**src/common/pmsb_pkg.sv**
```systemverilog
// Package: offsets, field positions, reset values and timing for the supervisor and converter-1 bank.
package pmsb_pkg;

    // ----------------------------------------
    // Register offsets
    // ----------------------------------------
    localparam logic [7:0] OFF_SYS_CTRL = 8'h00;
    localparam logic [7:0] OFF_SYS_AUX = 8'h01;
    localparam logic [7:0] OFF_C1_VPRI = 8'h20;
    localparam logic [7:0] OFF_C1_VSEC = 8'h21;
    localparam logic [7:0] OFF_C1_CTL = 8'h22;

    // ----------------------------------------
    // Field positions
    // ----------------------------------------
    localparam int TRST_BIT = 7;
    localparam int RESP_BIT = 6;
    localparam int UNMASK_BIT = 5;
    localparam int LSFLAG_BIT = 4;
    localparam int OFF_BIT = 5;
    localparam int ON_BIT = 7;
    localparam int PHASE_BIT = 6;
    localparam int MODE_BIT = 5;
    localparam int DLY_LSB = 2;
    localparam int FLTEN_BIT = 1;
    localparam int PGOOD_BIT = 0;

    // ----------------------------------------
    // Writable-bit masks and reset values
    // ----------------------------------------
    localparam logic [7:0] MASK_SYS_CTRL = 8'hEF;
    localparam logic [7:0] MASK_SYS_AUX = 8'hFF;
    localparam logic [7:0] MASK_VCODE = 8'h3F;
    localparam logic [7:0] MASK_C1_CTL = 8'hFE;
    localparam logic [7:0] RST_SYS_CTRL = 8'h00;
    localparam logic [7:0] RST_SYS_AUX = 8'h00;
    localparam logic [7:0] RST_C1_VPRI = 8'h18;
    localparam logic [7:0] RST_C1_VSEC = 8'h19;
    localparam logic [7:0] RST_C1_CTL = 8'h80;

    // ----------------------------------------
    // Reset time-out figures
    // ----------------------------------------
    localparam int CLK_PERIOD_NS = 5;
    localparam int TOUT_SHORT_MS = 65;
    localparam int TOUT_LONG_MS = 260;
    localparam int TOUT_SHORT_CYC = TOUT_SHORT_MS * 1000000 / CLK_PERIOD_NS;
    localparam int TOUT_LONG_CYC = TOUT_LONG_MS * 1000000 / CLK_PERIOD_NS;
    localparam int TCNT_W = 26;

    // Reset output sequencer states.
    typedef enum logic [1:0] {
        RT_HOLD = 2'b00,
        RT_COUNT = 2'b01,
        RT_DONE = 2'b10
    } pmsb_rt_state_e;

endpackage

```
**src/rtl/pmsb_regs.sv**
```systemverilog
// Supervisor and first step-down converter register bank with its control outputs.
`timescale 1ns/10ps
`default_nettype none

module pmsb_regs #(
    parameter bit AUTO_CLEAR_OFF = 1'b1,
    parameter int SHORT_CYC = pmsb_pkg::TOUT_SHORT_CYC,
    parameter int LONG_CYC = pmsb_pkg::TOUT_LONG_CYC
) (
    // Clock and reset.
    input wire logic ref_clk_i,
    input wire logic rst_n_i,
    // Register port from the serial interface.
    input wire logic [7:0] reg_addr_i,
    input wire logic [7:0] reg_wdata_i,
    input wire logic reg_wr_i,
    input wire logic reg_rd_i,
    output logic [7:0] reg_rdata_o,
    output logic reg_rvalid_o,
    // Supervisor inputs.
    input wire logic uvlo_i,
    input wire logic supply_ok_i,
    input wire logic low_supply_i,
    input wire logic pushbutton_input_i,
    input wire logic charger_input_valid_i,
    // Converter inputs.
    input wire logic voltage_bank_select_pin_i,
    input wire logic power_good_i,
    input wire logic fault_event_i,
    // Supervisor outputs.
    output logic reset_output_pin_n_o,
    output logic [3:0] supply_threshold_code_o,
    output logic irq_o,
    output logic shutdown_o,
    output logic all_outputs_off_o,
    // Converter outputs.
    output logic [5:0] vout_code_o,
    output logic conv_enable_o,
    output logic conv_phase_o,
    output logic conv_fixed_freq_o,
    output logic [2:0] conv_delay_o
);

    // ----------------------------------------
    // Helpers
    // ----------------------------------------
    // Merge a write into a register keeping bits outside the mask.
    function automatic logic [7:0] merge_wr(input logic [7:0] old, input logic [7:0] wd, input logic [7:0] msk);
        merge_wr = (old & ~msk) | (wd & msk);
    endfunction

    // True when a write hits the given offset.
    function automatic logic hit(input logic [7:0] addr, input logic [7:0] off);
        hit = (addr == off);
    endfunction

    // ----------------------------------------
    // Register state
    // ----------------------------------------
    logic [7:0] sys_ctrl_q, sys_ctrl_d;
    logic [7:0] sys_aux_q, sys_aux_d;
    logic [7:0] vpri_q, vpri_d;
    logic [7:0] vsec_q, vsec_d;
    logic [7:0] c1ctl_q, c1ctl_d;
    logic [7:0] rdata_q, rdata_d;
    logic rvalid_q, rvalid_d;
    logic off_clr;

    // Hardware auto-clear of master off; a write of 1 in the same cycle still wins.
    // auto clear condition
    assign off_clr = AUTO_CLEAR_OFF && (pushbutton_input_i || charger_input_valid_i);

    // Next values of the stored registers.
    always_comb begin
        sys_ctrl_d = sys_ctrl_q;
        sys_aux_d = sys_aux_q;
        vpri_d = vpri_q;
        vsec_d = vsec_q;
        c1ctl_d = c1ctl_q;
        if (off_clr) begin
            sys_aux_d[pmsb_pkg::OFF_BIT] = 1'b0;
        end
        if (reg_wr_i) begin
            if (hit(reg_addr_i, pmsb_pkg::OFF_SYS_CTRL)) begin
                sys_ctrl_d = merge_wr(sys_ctrl_q, reg_wdata_i, pmsb_pkg::MASK_SYS_CTRL);
            end
            if (hit(reg_addr_i, pmsb_pkg::OFF_SYS_AUX)) begin
                sys_aux_d = merge_wr(sys_aux_d, reg_wdata_i, pmsb_pkg::MASK_SYS_AUX);
                if (off_clr && !reg_wdata_i[pmsb_pkg::OFF_BIT]) begin
                    sys_aux_d[pmsb_pkg::OFF_BIT] = 1'b0;
                end
            end
            if (hit(reg_addr_i, pmsb_pkg::OFF_C1_VPRI)) begin
                vpri_d = merge_wr(vpri_q, reg_wdata_i, pmsb_pkg::MASK_VCODE);
            end
            if (hit(reg_addr_i, pmsb_pkg::OFF_C1_VSEC)) begin
                vsec_d = merge_wr(vsec_q, reg_wdata_i, pmsb_pkg::MASK_VCODE);
            end
            if (hit(reg_addr_i, pmsb_pkg::OFF_C1_CTL)) begin
                c1ctl_d = merge_wr(c1ctl_q, reg_wdata_i, pmsb_pkg::MASK_C1_CTL);
            end
        end
        if (uvlo_i) begin
            sys_ctrl_d = pmsb_pkg::RST_SYS_CTRL;
            sys_aux_d = pmsb_pkg::RST_SYS_AUX;
            vpri_d = pmsb_pkg::RST_C1_VPRI;
            vsec_d = pmsb_pkg::RST_C1_VSEC;
            c1ctl_d = pmsb_pkg::RST_C1_CTL;
        end
    end

    // ----------------------------------------
    // Read path
    // ----------------------------------------
    // Status bits are sampled at the read, so a read shows the live rail and power-good level.
    always_comb begin
        rdata_d = rdata_q;
        rvalid_d = reg_rd_i;
        if (reg_rd_i) begin
            unique case (reg_addr_i)
                pmsb_pkg::OFF_SYS_CTRL: begin
                    rdata_d = sys_ctrl_q;
                    rdata_d[pmsb_pkg::LSFLAG_BIT] = low_supply_i;
                end
                pmsb_pkg::OFF_SYS_AUX: begin
                    rdata_d = sys_aux_q;
                end
                pmsb_pkg::OFF_C1_VPRI: begin
                    rdata_d = vpri_q & pmsb_pkg::MASK_VCODE;
                end
                pmsb_pkg::OFF_C1_VSEC: begin
                    rdata_d = vsec_q & pmsb_pkg::MASK_VCODE;
                end
                pmsb_pkg::OFF_C1_CTL: begin
                    rdata_d = c1ctl_q;
                    rdata_d[pmsb_pkg::PGOOD_BIT] = power_good_i;
                end
                default: begin
                    rdata_d = 8'h00;
                end
            endcase
        end
    end

    // ----------------------------------------
    // Outputs
    // ----------------------------------------
    logic irq_q, irq_d;
    logic shdn_q, shdn_d;
    logic [5:0] vcode_q, vcode_d;

    // Interrupt and shutdown decisions are registered so the pins never glitch on comparator edges.
    always_comb begin
        irq_d = (low_supply_i && sys_ctrl_q[pmsb_pkg::RESP_BIT] && sys_ctrl_q[pmsb_pkg::UNMASK_BIT]) ||
                (fault_event_i && c1ctl_q[pmsb_pkg::FLTEN_BIT]);
        shdn_d = low_supply_i && !sys_ctrl_q[pmsb_pkg::RESP_BIT];
        vcode_d = voltage_bank_select_pin_i ? vsec_q[5:0] : vpri_q[5:0];
    end

    // All registers of the bank.
    always_ff @(posedge ref_clk_i or negedge rst_n_i) begin
        if (!rst_n_i) begin
            sys_ctrl_q <= pmsb_pkg::RST_SYS_CTRL;
            sys_aux_q <= pmsb_pkg::RST_SYS_AUX;
            vpri_q <= pmsb_pkg::RST_C1_VPRI;
            vsec_q <= pmsb_pkg::RST_C1_VSEC;
            c1ctl_q <= pmsb_pkg::RST_C1_CTL;
            rdata_q <= 8'h00;
            rvalid_q <= 1'b0;
            irq_q <= 1'b0;
            shdn_q <= 1'b0;
            vcode_q <= pmsb_pkg::RST_C1_VPRI[5:0];
        end else begin
            sys_ctrl_q <= sys_ctrl_d;
            sys_aux_q <= sys_aux_d;
            vpri_q <= vpri_d;
            vsec_q <= vsec_d;
            c1ctl_q <= c1ctl_d;
            rdata_q <= rdata_d;
            rvalid_q <= rvalid_d;
            irq_q <= irq_d;
            shdn_q <= shdn_d;
            vcode_q <= vcode_d;
        end
    end

    // Field outputs come straight from the stored flops.
    assign reg_rdata_o = rdata_q;
    assign reg_rvalid_o = rvalid_q;
    assign irq_o = irq_q;
    assign shutdown_o = shdn_q;
    assign vout_code_o = vcode_q;
    assign supply_threshold_code_o = sys_ctrl_q[3:0];
    assign all_outputs_off_o = sys_aux_q[pmsb_pkg::OFF_BIT];
    assign conv_enable_o = c1ctl_q[pmsb_pkg::ON_BIT];
    assign conv_phase_o = c1ctl_q[pmsb_pkg::PHASE_BIT];
    assign conv_fixed_freq_o = c1ctl_q[pmsb_pkg::MODE_BIT];
    assign conv_delay_o = c1ctl_q[pmsb_pkg::DLY_LSB +: 3];

    // ----------------------------------------
    // Reset output timer
    // ----------------------------------------
    // Undervoltage pulls the reset pin back low on the next clock edge whatever the supply input says.
    logic tmr_ok;
    assign tmr_ok = supply_ok_i && !uvlo_i;

    pmsb_rst_timer #(
        .SHORT_CYC(SHORT_CYC),
        .LONG_CYC(LONG_CYC)
    ) u_rst_timer (
        .ref_clk_i(ref_clk_i),
        .rst_n_i(rst_n_i),
        .supply_ok_i(tmr_ok),
        .short_sel_i(sys_ctrl_q[pmsb_pkg::TRST_BIT]),
        .reset_out_n_o(reset_output_pin_n_o)
    );

    logic wr_ctl, wr_aux, rd_ctl;
    assign wr_ctl = reg_wr_i && hit(reg_addr_i, pmsb_pkg::OFF_C1_CTL) && !uvlo_i;
    assign wr_aux = reg_wr_i && hit(reg_addr_i, pmsb_pkg::OFF_SYS_AUX);
    assign rd_ctl = reg_rd_i && hit(reg_addr_i, pmsb_pkg::OFF_SYS_CTRL);
endmodule
`default_nettype wire

```
**src/rtl/pmsb_rst_timer.sv**
```systemverilog
// Reset output timer: holds the reset pin low until the chosen time-out has run after supply is good.
`timescale 1ns/10ps
`default_nettype none

module pmsb_rst_timer #(
    parameter int SHORT_CYC = pmsb_pkg::TOUT_SHORT_CYC,
    parameter int LONG_CYC = pmsb_pkg::TOUT_LONG_CYC
) (
    // Clock and reset.
    input wire logic ref_clk_i,
    input wire logic rst_n_i,
    // Control.
    input wire logic supply_ok_i,
    input wire logic short_sel_i,
    // Reset pin level, low while held.
    output logic reset_out_n_o
);

    pmsb_pkg::pmsb_rt_state_e st_q, st_d;
    logic [pmsb_pkg::TCNT_W-1:0] cnt_q, cnt_d;
    logic [pmsb_pkg::TCNT_W-1:0] lim_q, lim_d;
    logic rel_q, rel_d;

    // ----------------------------------------
    // Sequencer
    // ----------------------------------------
    // The limit is latched at the start so a rewrite mid-count cannot shorten a running time-out.
    always_comb begin
        st_d = st_q;
        cnt_d = cnt_q;
        lim_d = lim_q;
        unique case (st_q)
            pmsb_pkg::RT_HOLD: begin
                cnt_d = '0;
                lim_d = short_sel_i ? pmsb_pkg::TCNT_W'(SHORT_CYC - 1) : pmsb_pkg::TCNT_W'(LONG_CYC - 1);
                if (supply_ok_i) begin
                    st_d = pmsb_pkg::RT_COUNT;
                end
            end
            pmsb_pkg::RT_COUNT: begin
                cnt_d = cnt_q + 1'b1;
                if (cnt_q == lim_q) begin
                    st_d = pmsb_pkg::RT_DONE;
                end
            end
            pmsb_pkg::RT_DONE: begin
                cnt_d = cnt_q;
            end
            default: begin
                st_d = pmsb_pkg::RT_HOLD;
            end
        endcase
        if (!supply_ok_i) begin
            st_d = pmsb_pkg::RT_HOLD;
        end
        rel_d = (st_d == pmsb_pkg::RT_DONE);
    end

    // Registers of the sequencer.
    always_ff @(posedge ref_clk_i or negedge rst_n_i) begin
        if (!rst_n_i) begin
            st_q <= pmsb_pkg::RT_HOLD;
            cnt_q <= '0;
            lim_q <= '0;
            rel_q <= 1'b0;
        end else begin
            st_q <= st_d;
            cnt_q <= cnt_d;
            lim_q <= lim_d;
            rel_q <= rel_d;
        end
    end

    assign reset_out_n_o = rel_q;
endmodule
`default_nettype wire

```
**config.mk**
```make
export PLATFORM = sky130hd
export DESIGN_NAME = pmsb_regs
export DESIGN_NICKNAME = d
export VERILOG_FILES = /design/src/common/pmsb_pkg.sv /design/src/rtl/pmsb_regs.sv /design/src/rtl/pmsb_rst_timer.sv
export SDC_FILE = /design/constraint.sdc
export NUM_CORES = 1
export LEC_CHECK = 0
export ABC_CLOCK_PERIOD_IN_PS = 2100
export BUFFER_PORTS_ARGS = -buffer_cell sky130_fd_sc_hd__buf_2
export CORE_ASPECT_RATIO = 1.5
export CORE_UTILIZATION = 55
export CTS_CLUSTER_DIAMETER = 80
export DETAILED_ROUTE_END_ITERATION = 12
export PLACE_DENSITY = 0.77
export SLEW_MARGIN = 0
export SYNTH_ARGS = -nofsm -noshare
export SYNTH_HDL_FRONTEND = slang
export SYNTH_SLANG_ARGS = --single-unit
```
**constraint.sdc**
```tcl
create_clock -name ref_clk_i -period 2.1 [get_ports ref_clk_i]
set_input_delay 0 -clock ref_clk_i [delete_from_list [all_inputs] [get_ports ref_clk_i]]
set_output_delay 0 -clock ref_clk_i [all_outputs]
set_load 0.05 [all_outputs]
```
==> impl_metrics.sql, run 1 <==
INSERT INTO impl_metrics (metric_group, metric, value, unit) VALUES
('sta', 'timing.clock.skew', '12.3', 'ps'),
('clocking', 'cts.root.buffer_cell', 'sky130_fd_sc_hd__clkbuf_8', ''),
('yosys', 'synth_sequential_area_ratio', '50.1', '%'),
('sta', 'max_slew_violation_total_from_the_final_report', '0', ''),
('setup_path', 'timing.critical_path.from_type', 'flip-flop', ''),
('grt', 'antenna_found_initial', '0', ''),
('die', 'initial_core_util', '57.2', '%'),
('min_path', 'timing.hold.worst.start', 'voltage_bank_select_pin_i', ''),
('detailed_routing', 'remaining_drc_errors', '0', ''),
('setup_path', 'setup.worst_path.start', 'u_rst_timer.cnt_q[1]', ''),
('outcome', 'outcome', 'complete, no violations', ''),
('final_layout', 'final-instance-count-excl-fill', '582', ''),
('die', 'chipWidth', '73.0', 'microns'),
('clocking', 'clockBufferDepth', '2', ''),
('setup_path', 'cp.required', '2390', 'ps'),
('sta', 'tightest_slew', '570', 'ps'),
('clocking', 'post_cts.resized_instances', '0', ''),
('grt', 'via_count_of_the_first_global_routing_pass', '3430', ''),
('die', 'number_of_placed_i_o_pins', '57', ''),
('clocking', 'cts-htree-levels', '3', ''),
('detailed_routing', 'ant_nets', '0', ''),
('setup_path', 'worstPathMaxFanout', '8', ''),
('die', 'rows', '38', ''),
('min_path', 'hold_class', 'in2reg', ''),
('clocking', 'tritoncts_clock_tree', 'done', ''),
('grt', 'groute.usage.overall', '27.1', '%'),
('grt', 'grt_pass1_wl', '16100', 'microns'),
('power_and_ir_drop', 'vdd.ir_drop.worst', '350', 'uV'),
('run', 'maxcap_viol_count', '0', ''),
('clocking', 'cts-buffers-inserted', '9', ''),
('die', 'die_y', '109', 'microns'),
('sta', 'setup-violations-final', '0', ''),
('setup_path', 'worst_ep_arrival_time', '2260', 'ps'),
('sta', 'setup_ws', '134', 'ps'),
('final_layout', 'final_cell_mix', 'sky130_fd_sc_hd__dfrtp_1 (75), sky130_fd_sc_hd__buf_2 (55), sky130_fd_sc_hd__nor2_1 (36), sky130_fd_sc_hd__mux2i_1 (34), sky130_fd_sc_hd__nand2_1 (32)', ''),
('setup_path', 'path_class', 'reg2reg', ''),
('grt', 'grt_max_degree', '43', ''),
('placed_design', 'post-dp-hpwl', '6940', 'microns'),
('placed_design', 'gp_routability_congestion', '0.884', ''),
('sta', 'maxSlewHeadroom', '61.9', '%'),
('final_layout', 'layout-drive-gt1-share', '25.9', '%'),
('yosys', 'synth.avg_cell_area', '10.3', 'sq um'),
('yosys', 'ys_ff_latch', '83', ''),
('detailed_routing', 'route.detailed.wl_per_inst', '16.9', 'microns'),
('sta', 'hold_viol', '0', ''),
('placed_design', 'placedCellCount', '548', ''),
('final_layout', 'final.fill_count', '576', ''),
('setup_path', 'regToRegStartpoint', 'u_rst_timer.cnt_q[1]', ''),
('sta', 'grt_setup_unrepaired', 'false', ''),
('die', 'die_area', '7930', 'sq um'),
('detailed_routing', 'via_count', '3463', ''),
('clocking', 'cts.reportedPaths.clkPinSlew', '90', 'ps'),
('placed_design', 'pre_cts_ws', '99.7', 'ps'),
('sta', 'layout_min_cycle_time', '1970', 'ps'),
('final_layout', 'diodes', '0', ''),
('yosys', 'synth.cell_area', '4160', 'sq um'),
('placed_design', 'portBuffers', '56', ''),
('detailed_routing', 'dr.first_iter.drc_count', '242', ''),
('sta', 'achievable-frequency', '0.509', 'GHz'),
('grt', 'overflow', '0', ''),
('final_layout', 'post_layout_nets', '506', ''),
('placed_design', 'place_area', '4540', 'sq um'),
('sta', 'layout_worst_path_cycle_share', '93.6', '%'),
('power_and_ir_drop', 'leak_pwr', '0.00221', 'uW'),
('yosys', 'yosys_warnings', '0', ''),
('detailed_routing', 'firstDrtPassIters', '4', ''),
('yosys', 'synth_cell_type_count', '50', ''),
('setup_path', 'critical_path.endpoint_type', 'flip-flop', ''),
('clocking', 'clkSinkCount', '83', ''),
('yosys', 'synthesis.instances', '403', ''),
('sta', 'totalNegativeSetupSlack', '0', 'ps'),
('detailed_routing', 'final_routed_wirelength_across_all_metal_layers', '9860', 'microns'),
('final_layout', 'layout_commonest_cell', 'sky130_fd_sc_hd__dfrtp_1', ''),
('power_and_ir_drop', 'p_total', '3100', 'uW'),
('power_and_ir_drop', 'power_per_cell_area', '628', 'nW/um^2'),
('final_layout', 'final_area', '4940', 'sq um'),
('die', 'design.core.area', '7270', 'sq um'),
('yosys', 'syn-num-nets', '432', ''),
('clocking', 'clock_latency', '370', 'ps'),
('final_layout', 'area.growth.synth_to_final', '18.7', '%'),
('detailed_routing', 'routed_via_density', '5.95', '');
[report_power, final]
part	leakage, uW	total, uW	switching, uW	internal (uW)
Combinational	0.000983	195	123	71.7
Clock	0.000110	1300	589	709
Sequential	0.00111	1610	4.93	1600
Total	0.00221	3100	717	2390
[per-stage QoR]
stage                     hold slack [ps]  utilization (%)
after global routing                 8.61             67.9
after detailed placement             16.1             62.4
final                                24.2             67.9
after floorplan                      -296                -
after CTS                            14.5             67.7
after global placement               9.84             62.4
[critical path: stages (launching register included)]
cell and delay, ps:
sky130_fd_sc_hd__dfrtp_1 390, sky130_fd_sc_hd__ha_1 190, sky130_fd_sc_hd__nand3_1 100, sky130_fd_sc_hd__or2_2 350, sky130_fd_sc_hd__buf_4 170, sky130_fd_sc_hd__or4_1 510, sky130_fd_sc_hd__a21oi_1 170
[registers in the layout (all words and copies together), names as in the netlist]
signal	flops
c1ctl_q	7
irq_o	1
reg_rdata_o	8
reg_rvalid_o	1
shutdown_o	1
sys_aux_q	8
sys_ctrl_q	7
u_rst_timer.cnt_q	26
u_rst_timer.lim_q	3
u_rst_timer.reset_out_n_o	1
u_rst_timer.st_q	2
vout_code_o	6
vpri_q	6
vsec_q	6
[layer usage]
metal / share of wire (%) / global-route usage [%] / up-vias
met4: 3.8 / 15.8 / 0
li1: - / - / 1636
met5: 0 / 0 / -
met2: 53 / 48.1 / 111
met1: 39 / 29.4 / 1692
met3: 3.6 / 5.31 / 24
[cell usage after synthesis, drive strengths merged]
cell	instances	area, sq um
and2b	1	8.76
a32o	1	10.0
clkbuf	15	76.3
or2	2	12.5
nor2b	1	6.26
nor3b	2	15.0
mux2i	34	340
o22ai	9	56.3
o21a	2	15.0
nand2	32	120
nor4	5	31.3
nand3	22	110
nand3b	1	7.51
xor2	3	26.3
xnor2	4	35.0
nor2	36	135
ha	1	12.5
buf	13	100
dfstp	8	210
nand2b	1	6.26
or3	5	31.3
a221oi	6	52.6
a21oi	24	120
nor4b	2	23.8
o31ai	12	90.1
o211ai	2	15.0
a222oi	1	10.0
o21ai	12	60.1
nand4	7	58.8
a211oi	1	7.51
inv	14	52.6
and4	5	45.0
a32oi	2	17.5
nand4b	1	8.76
or4	16	129
and2	1	6.26
or4b	3	30.0
nor3	7	35.0
mux2	14	158
dfrtp	75	1880
[final timing paths]
| check | slack [ps] | to | cells past startpoint |
|---|---|---|---|
| max | 130 | u_rst_timer.cnt_q[24] | 6 |
| max reg2reg | 130 | u_rst_timer.cnt_q[24] | 6 |
| min reg2reg | 480 | shutdown_o | 1 |
| max in group asynchronous | 1290 | c1ctl_q[7] | 3 |
| min in group asynchronous | 160 | reg_rdata_o[1] | 2 |
| min | 20 | vout_code_o[4] | 2 |
[layout make-up]
cell class	instances	area (sq um)	area share, %
clock inverters	5	85.1	1.72
well taps	100	125	2.53
flip-flops and latches	83	2090	42.2
inverters	14	52.6	1.06
repair buffers	91	598	12.1
clock buffers	11	141	2.86
multi-input cells	278	1850	37.5
[kinds of logic (layout without fill, tap and decap cells)]
group	Yosys count	after routing	share of synthesized area [%]
compound gates	72	72	10.9
xor+xnor	7	7	1.47
fa+ha+maj	1	1	0.301
buf+inv	42	121	5.50
flops	83	83	50.1
mux	48	48	12.0
simple gates	150	150	19.7
[timing repair]
item	CTS	global route
hold endpoints to repair	89	0
endpoints found under the setup margin	0	2
setup buffers	0	2
hold buffers	16	0
Note: power is estimated with default switching activity, not from simulation.
==> run 2, diff against run 1 <==
Settings changed: BUFFER_PORTS_ARGS -buffer_cell sky130_fd_sc_hd__buf_2 to unset, CORE_UTILIZATION 55 to 56, DONT_BUFFER_PORTS set to 1, PLACE_DENSITY 0.77 to 0.71.
==> run 2 against run 1 <==
Against the previous run: combinational power fell by 18%; design area decreased by 3.5%; sequential cell count unchanged; register-to-register slack lost 50 ps; highest routed layer unchanged; sequential power about the same; sequential share of layout area is 1.5 points higher; worst hold slack got worse by 8.2 ps; fmax shrank 2.6%; worst setup slack got worse by 52 ps.
==> impl_metrics.sql, run 2 (same netlist as run 1, synthesis figures left out) <==
INSERT INTO impl_metrics (metric_group, metric, value, unit) VALUES
('min_path', 'timing.hold.worst.start', 'reg_addr_i[5]', ''),
('min_path', 'min_to', 'reg_rdata_o[4]', ''),
('power_and_ir_drop', 'seq_power_share', '54.5', '%'),
('setup_path', 'critical_path.endpoint_type', 'flip-flop', ''),
('power_and_ir_drop', 'power_per_cell_area', '624', 'nW/um^2'),
('power_and_ir_drop', 'leak_pwr', '0.00199', 'uW'),
('clocking', 'clockBufferDepth', '2', ''),
('setup_path', 'timing.critical_path.from_type', 'flip-flop', ''),
('clocking', 'clock_latency', '370', 'ps'),
('sta', 'totalNegativeSetupSlack', '0', 'ps'),
('placed_design', 'pre_cts_ws', '85.1', 'ps'),
('detailed_routing', 'via_count', '3299', ''),
('die', 'chipWidth', '72.4', 'microns'),
('sta', 'layout_worst_path_cycle_share', '96.1', '%'),
('sta', 'setup-violations-final', '0', ''),
('sta', 'hold_viol', '0', ''),
('grt', 'groute.usage.overall', '27.9', '%'),
('detailed_routing', 'dr.first_iter.drc_count', '220', ''),
('final_layout', 'final_cell_mix', 'sky130_fd_sc_hd__dfrtp_1 (75), sky130_fd_sc_hd__nor2_1 (36), sky130_fd_sc_hd__mux2i_1 (34), sky130_fd_sc_hd__nand2_1 (32), sky130_fd_sc_hd__dlygate4sd3_1 (27)', ''),
('detailed_routing', 'firstDrtPassIters', '5', ''),
('power_and_ir_drop', 'net-switching-power', '699', 'uW'),
('grt', 'via_count_of_the_first_global_routing_pass', '3245', ''),
('sta', 'setup_ws', '81.9', 'ps'),
('power_and_ir_drop', 'p_clk_share', '40.1', '%'),
('final_layout', 'area.growth.synth_to_final', '14.6', '%'),
('setup_path', 'reg2reg_slack', '80', 'ps'),
('power_and_ir_drop', 'power.combinational.fraction', '5.3', '%'),
('sta', 'maxSlewHeadroom', '21.2', '%'),
('detailed_routing', 'route.detailed.wl_per_inst', '18.8', 'microns'),
('sta', 'layout_min_cycle_time', '2020', 'ps'),
('setup_path', 'cp.required', '2390', 'ps'),
('setup_path', 'critical_path.reg2reg.endpoint', 'u_rst_timer.cnt_q[16]', ''),
('grt', 'antenna_found_initial', '1', ''),
('grt', 'grt_pass1_wl', '16100', 'microns'),
('grt', 'grt_max_degree', '84', ''),
('sta', 'achievable-frequency', '0.496', 'GHz'),
('die', 'die_y', '108', 'microns'),
('power_and_ir_drop', 'switching_share', '23.5', '%'),
('final_layout', 'layout-drive-gt1-share', '16.2', '%'),
('final_layout', 'sequential_cell_area_in_the_final_layout', '2090', 'sq um'),
('clocking', 'cts.reportedPaths.clkPinSlew', '80', 'ps'),
('min_path', 'hold_path_depth', '4', ''),
('final_layout', 'largest_register', 'u_rst_timer.cnt_q', ''),
('detailed_routing', 'ant_nets', '0', ''),
('clocking', 'clkSinkCount', '83', ''),
('power_and_ir_drop', 'cell_internal_pwr', '2280', 'uW'),
('run', 'maxcap_viol_count', '0', ''),
('sta', 'hold_slack', '16.0', 'ps'),
('outcome', 'outcome', 'complete, no violations', ''),
('final_layout', 'largest_register_ffs', '26', ''),
('detailed_routing', 'final_routed_wirelength_across_all_metal_layers', '10100', 'microns'),
('clocking', 'cts-buffers-inserted', '9', ''),
('clocking', 'post_cts.resized_instances', '0', ''),
('die', 'die_area', '7790', 'sq um'),
('detailed_routing', 'routed_via_density', '6.12', ''),
('final_layout', 'final.fill_count', '564', ''),
('clocking', 'tritoncts_clock_tree', 'done', ''),
('min_path', 'hold_class', 'in2reg', ''),
('detailed_routing', 'remaining_drc_errors', '0', ''),
('setup_path', 'worstPathMaxFanout', '11', ''),
('sta', 'grt_setup_unrepaired', 'false', ''),
('clocking', 'cts-htree-levels', '3', ''),
('final_layout', 'post_layout_nets', '462', ''),
('setup_path', 'ff2ff_path_depth', '5', ''),
('final_layout', 'multi_input_comb_area', '1860', 'sq um'),
('sta', 'max_slew_violation_total_from_the_final_report', '0', ''),
('sta', 'timing.clock.skew', '18.4', 'ps'),
('placed_design', 'place_area', '4270', 'sq um'),
('placed_design', 'gp_routability_congestion', '0.824', ''),
('die', 'initial_core_util', '57.6', '%'),
('die', 'number_of_placed_i_o_pins', '57', ''),
('placed_design', 'portBuffers', '0', ''),
('setup_path', 'path_class', 'reg2reg', ''),
('final_layout', 'final_area', '4770', 'sq um'),
('final_layout', 'layout_commonest_cell', 'sky130_fd_sc_hd__dfrtp_1', ''),
('placed_design', 'post-dp-hpwl', '6500', 'microns'),
('setup_path', 'regToRegStartpoint', 'u_rst_timer.cnt_q[0]', ''),
('grt', 'overflow', '0', ''),
('sta', 'tightest_slew', '1180', 'ps'),
('die', 'rows', '38', ''),
('clocking', 'cts.root.buffer_cell', 'sky130_fd_sc_hd__clkbuf_8', ''),
('setup_path', 'worst_ep_arrival_time', '2310', 'ps'),
('die', 'design.core.area', '7230', 'sq um'),
('power_and_ir_drop', 'vdd.ir_drop.worst', '390', 'uV');
-- run 2: power groups by stage --
stage | Clock, uW | Combinational [uW] | Sequential [uW]
finish | 1190 | 159 | 1620
detailed placement | 0 | 58.3 | 1660
global route | 1310 | 173 | 1630
CTS | 1220 | 160 | 1620
global placement | 0 | 58.1 | 1660
floorplan | 0 | 65.1 | 1650
-- run 2: worst max path at each step --
stage	start	endpoint	slack (ps)	cells past startpoint
after detailed placement	u_rst_timer.cnt_q[0]	u_rst_timer.cnt_q[16]	90	5
after global routing	u_rst_timer.cnt_q[0]	u_rst_timer.cnt_q[16]	20	5
after global placement	u_rst_timer.cnt_q[0]	u_rst_timer.cnt_q[16]	150	5
after CTS	u_rst_timer.cnt_q[0]	u_rst_timer.cnt_q[16]	90	5
after floorplan	u_rst_timer.cnt_q[0]	u_rst_timer.cnt_q[20]	150	6
final	u_rst_timer.cnt_q[0]	u_rst_timer.cnt_q[16]	80	5
-- run 2: repair_timing --
action                                  4_1_cts  5_1_grt
hold buffers                                 28        0
hold endpoints to repair                    137        0
endpoints found under the setup margin        0        0
setup buffers                                 0        0
-- run 2: metal layers --
metal	up-vias	global-route usage, %	part of all wire (%)
met5	-	0	0
met4	0	13.6	2.9
met3	21	6.93	3.8
met2	99	49.7	55
met1	1649	30.2	39
li1	1530	-	-
-- run 2: stage by stage --
step / instances / utilization (%) / power (uW)
6_report: 539 / 66.0 / 2980
4_1_cts: 538 / 66.0 / 3000
2_1_floorplan: 403 / - / 1720
3_3_place_gp: 494 / 59.0 / 1710
3_5_place_dp: 494 / 59.0 / 1710
5_1_grt: 539 / 66.0 / 3110
-- run 2: area by class of cell --
class / instances / share of cell area, %
diodes: 1 / 0.0525
clock buffers: 12 / 3.25
clock inverters: 4 / 1.05
inverters: 14 / 1.10
multi-input cells: 278 / 38.9
flip-flops and latches: 83 / 43.7
well taps: 100 / 2.62
repair buffers: 47 / 9.23
-- run 2: worst max-delay path, cell delays in order, from the launching register on --
cell and delay [ps]:
sky130_fd_sc_hd__dfrtp_1 410, sky130_fd_sc_hd__ha_1 210, sky130_fd_sc_hd__nand3_1 100, sky130_fd_sc_hd__or2_2 410
sky130_fd_sc_hd__or4_2 660, sky130_fd_sc_hd__a21oi_1 160
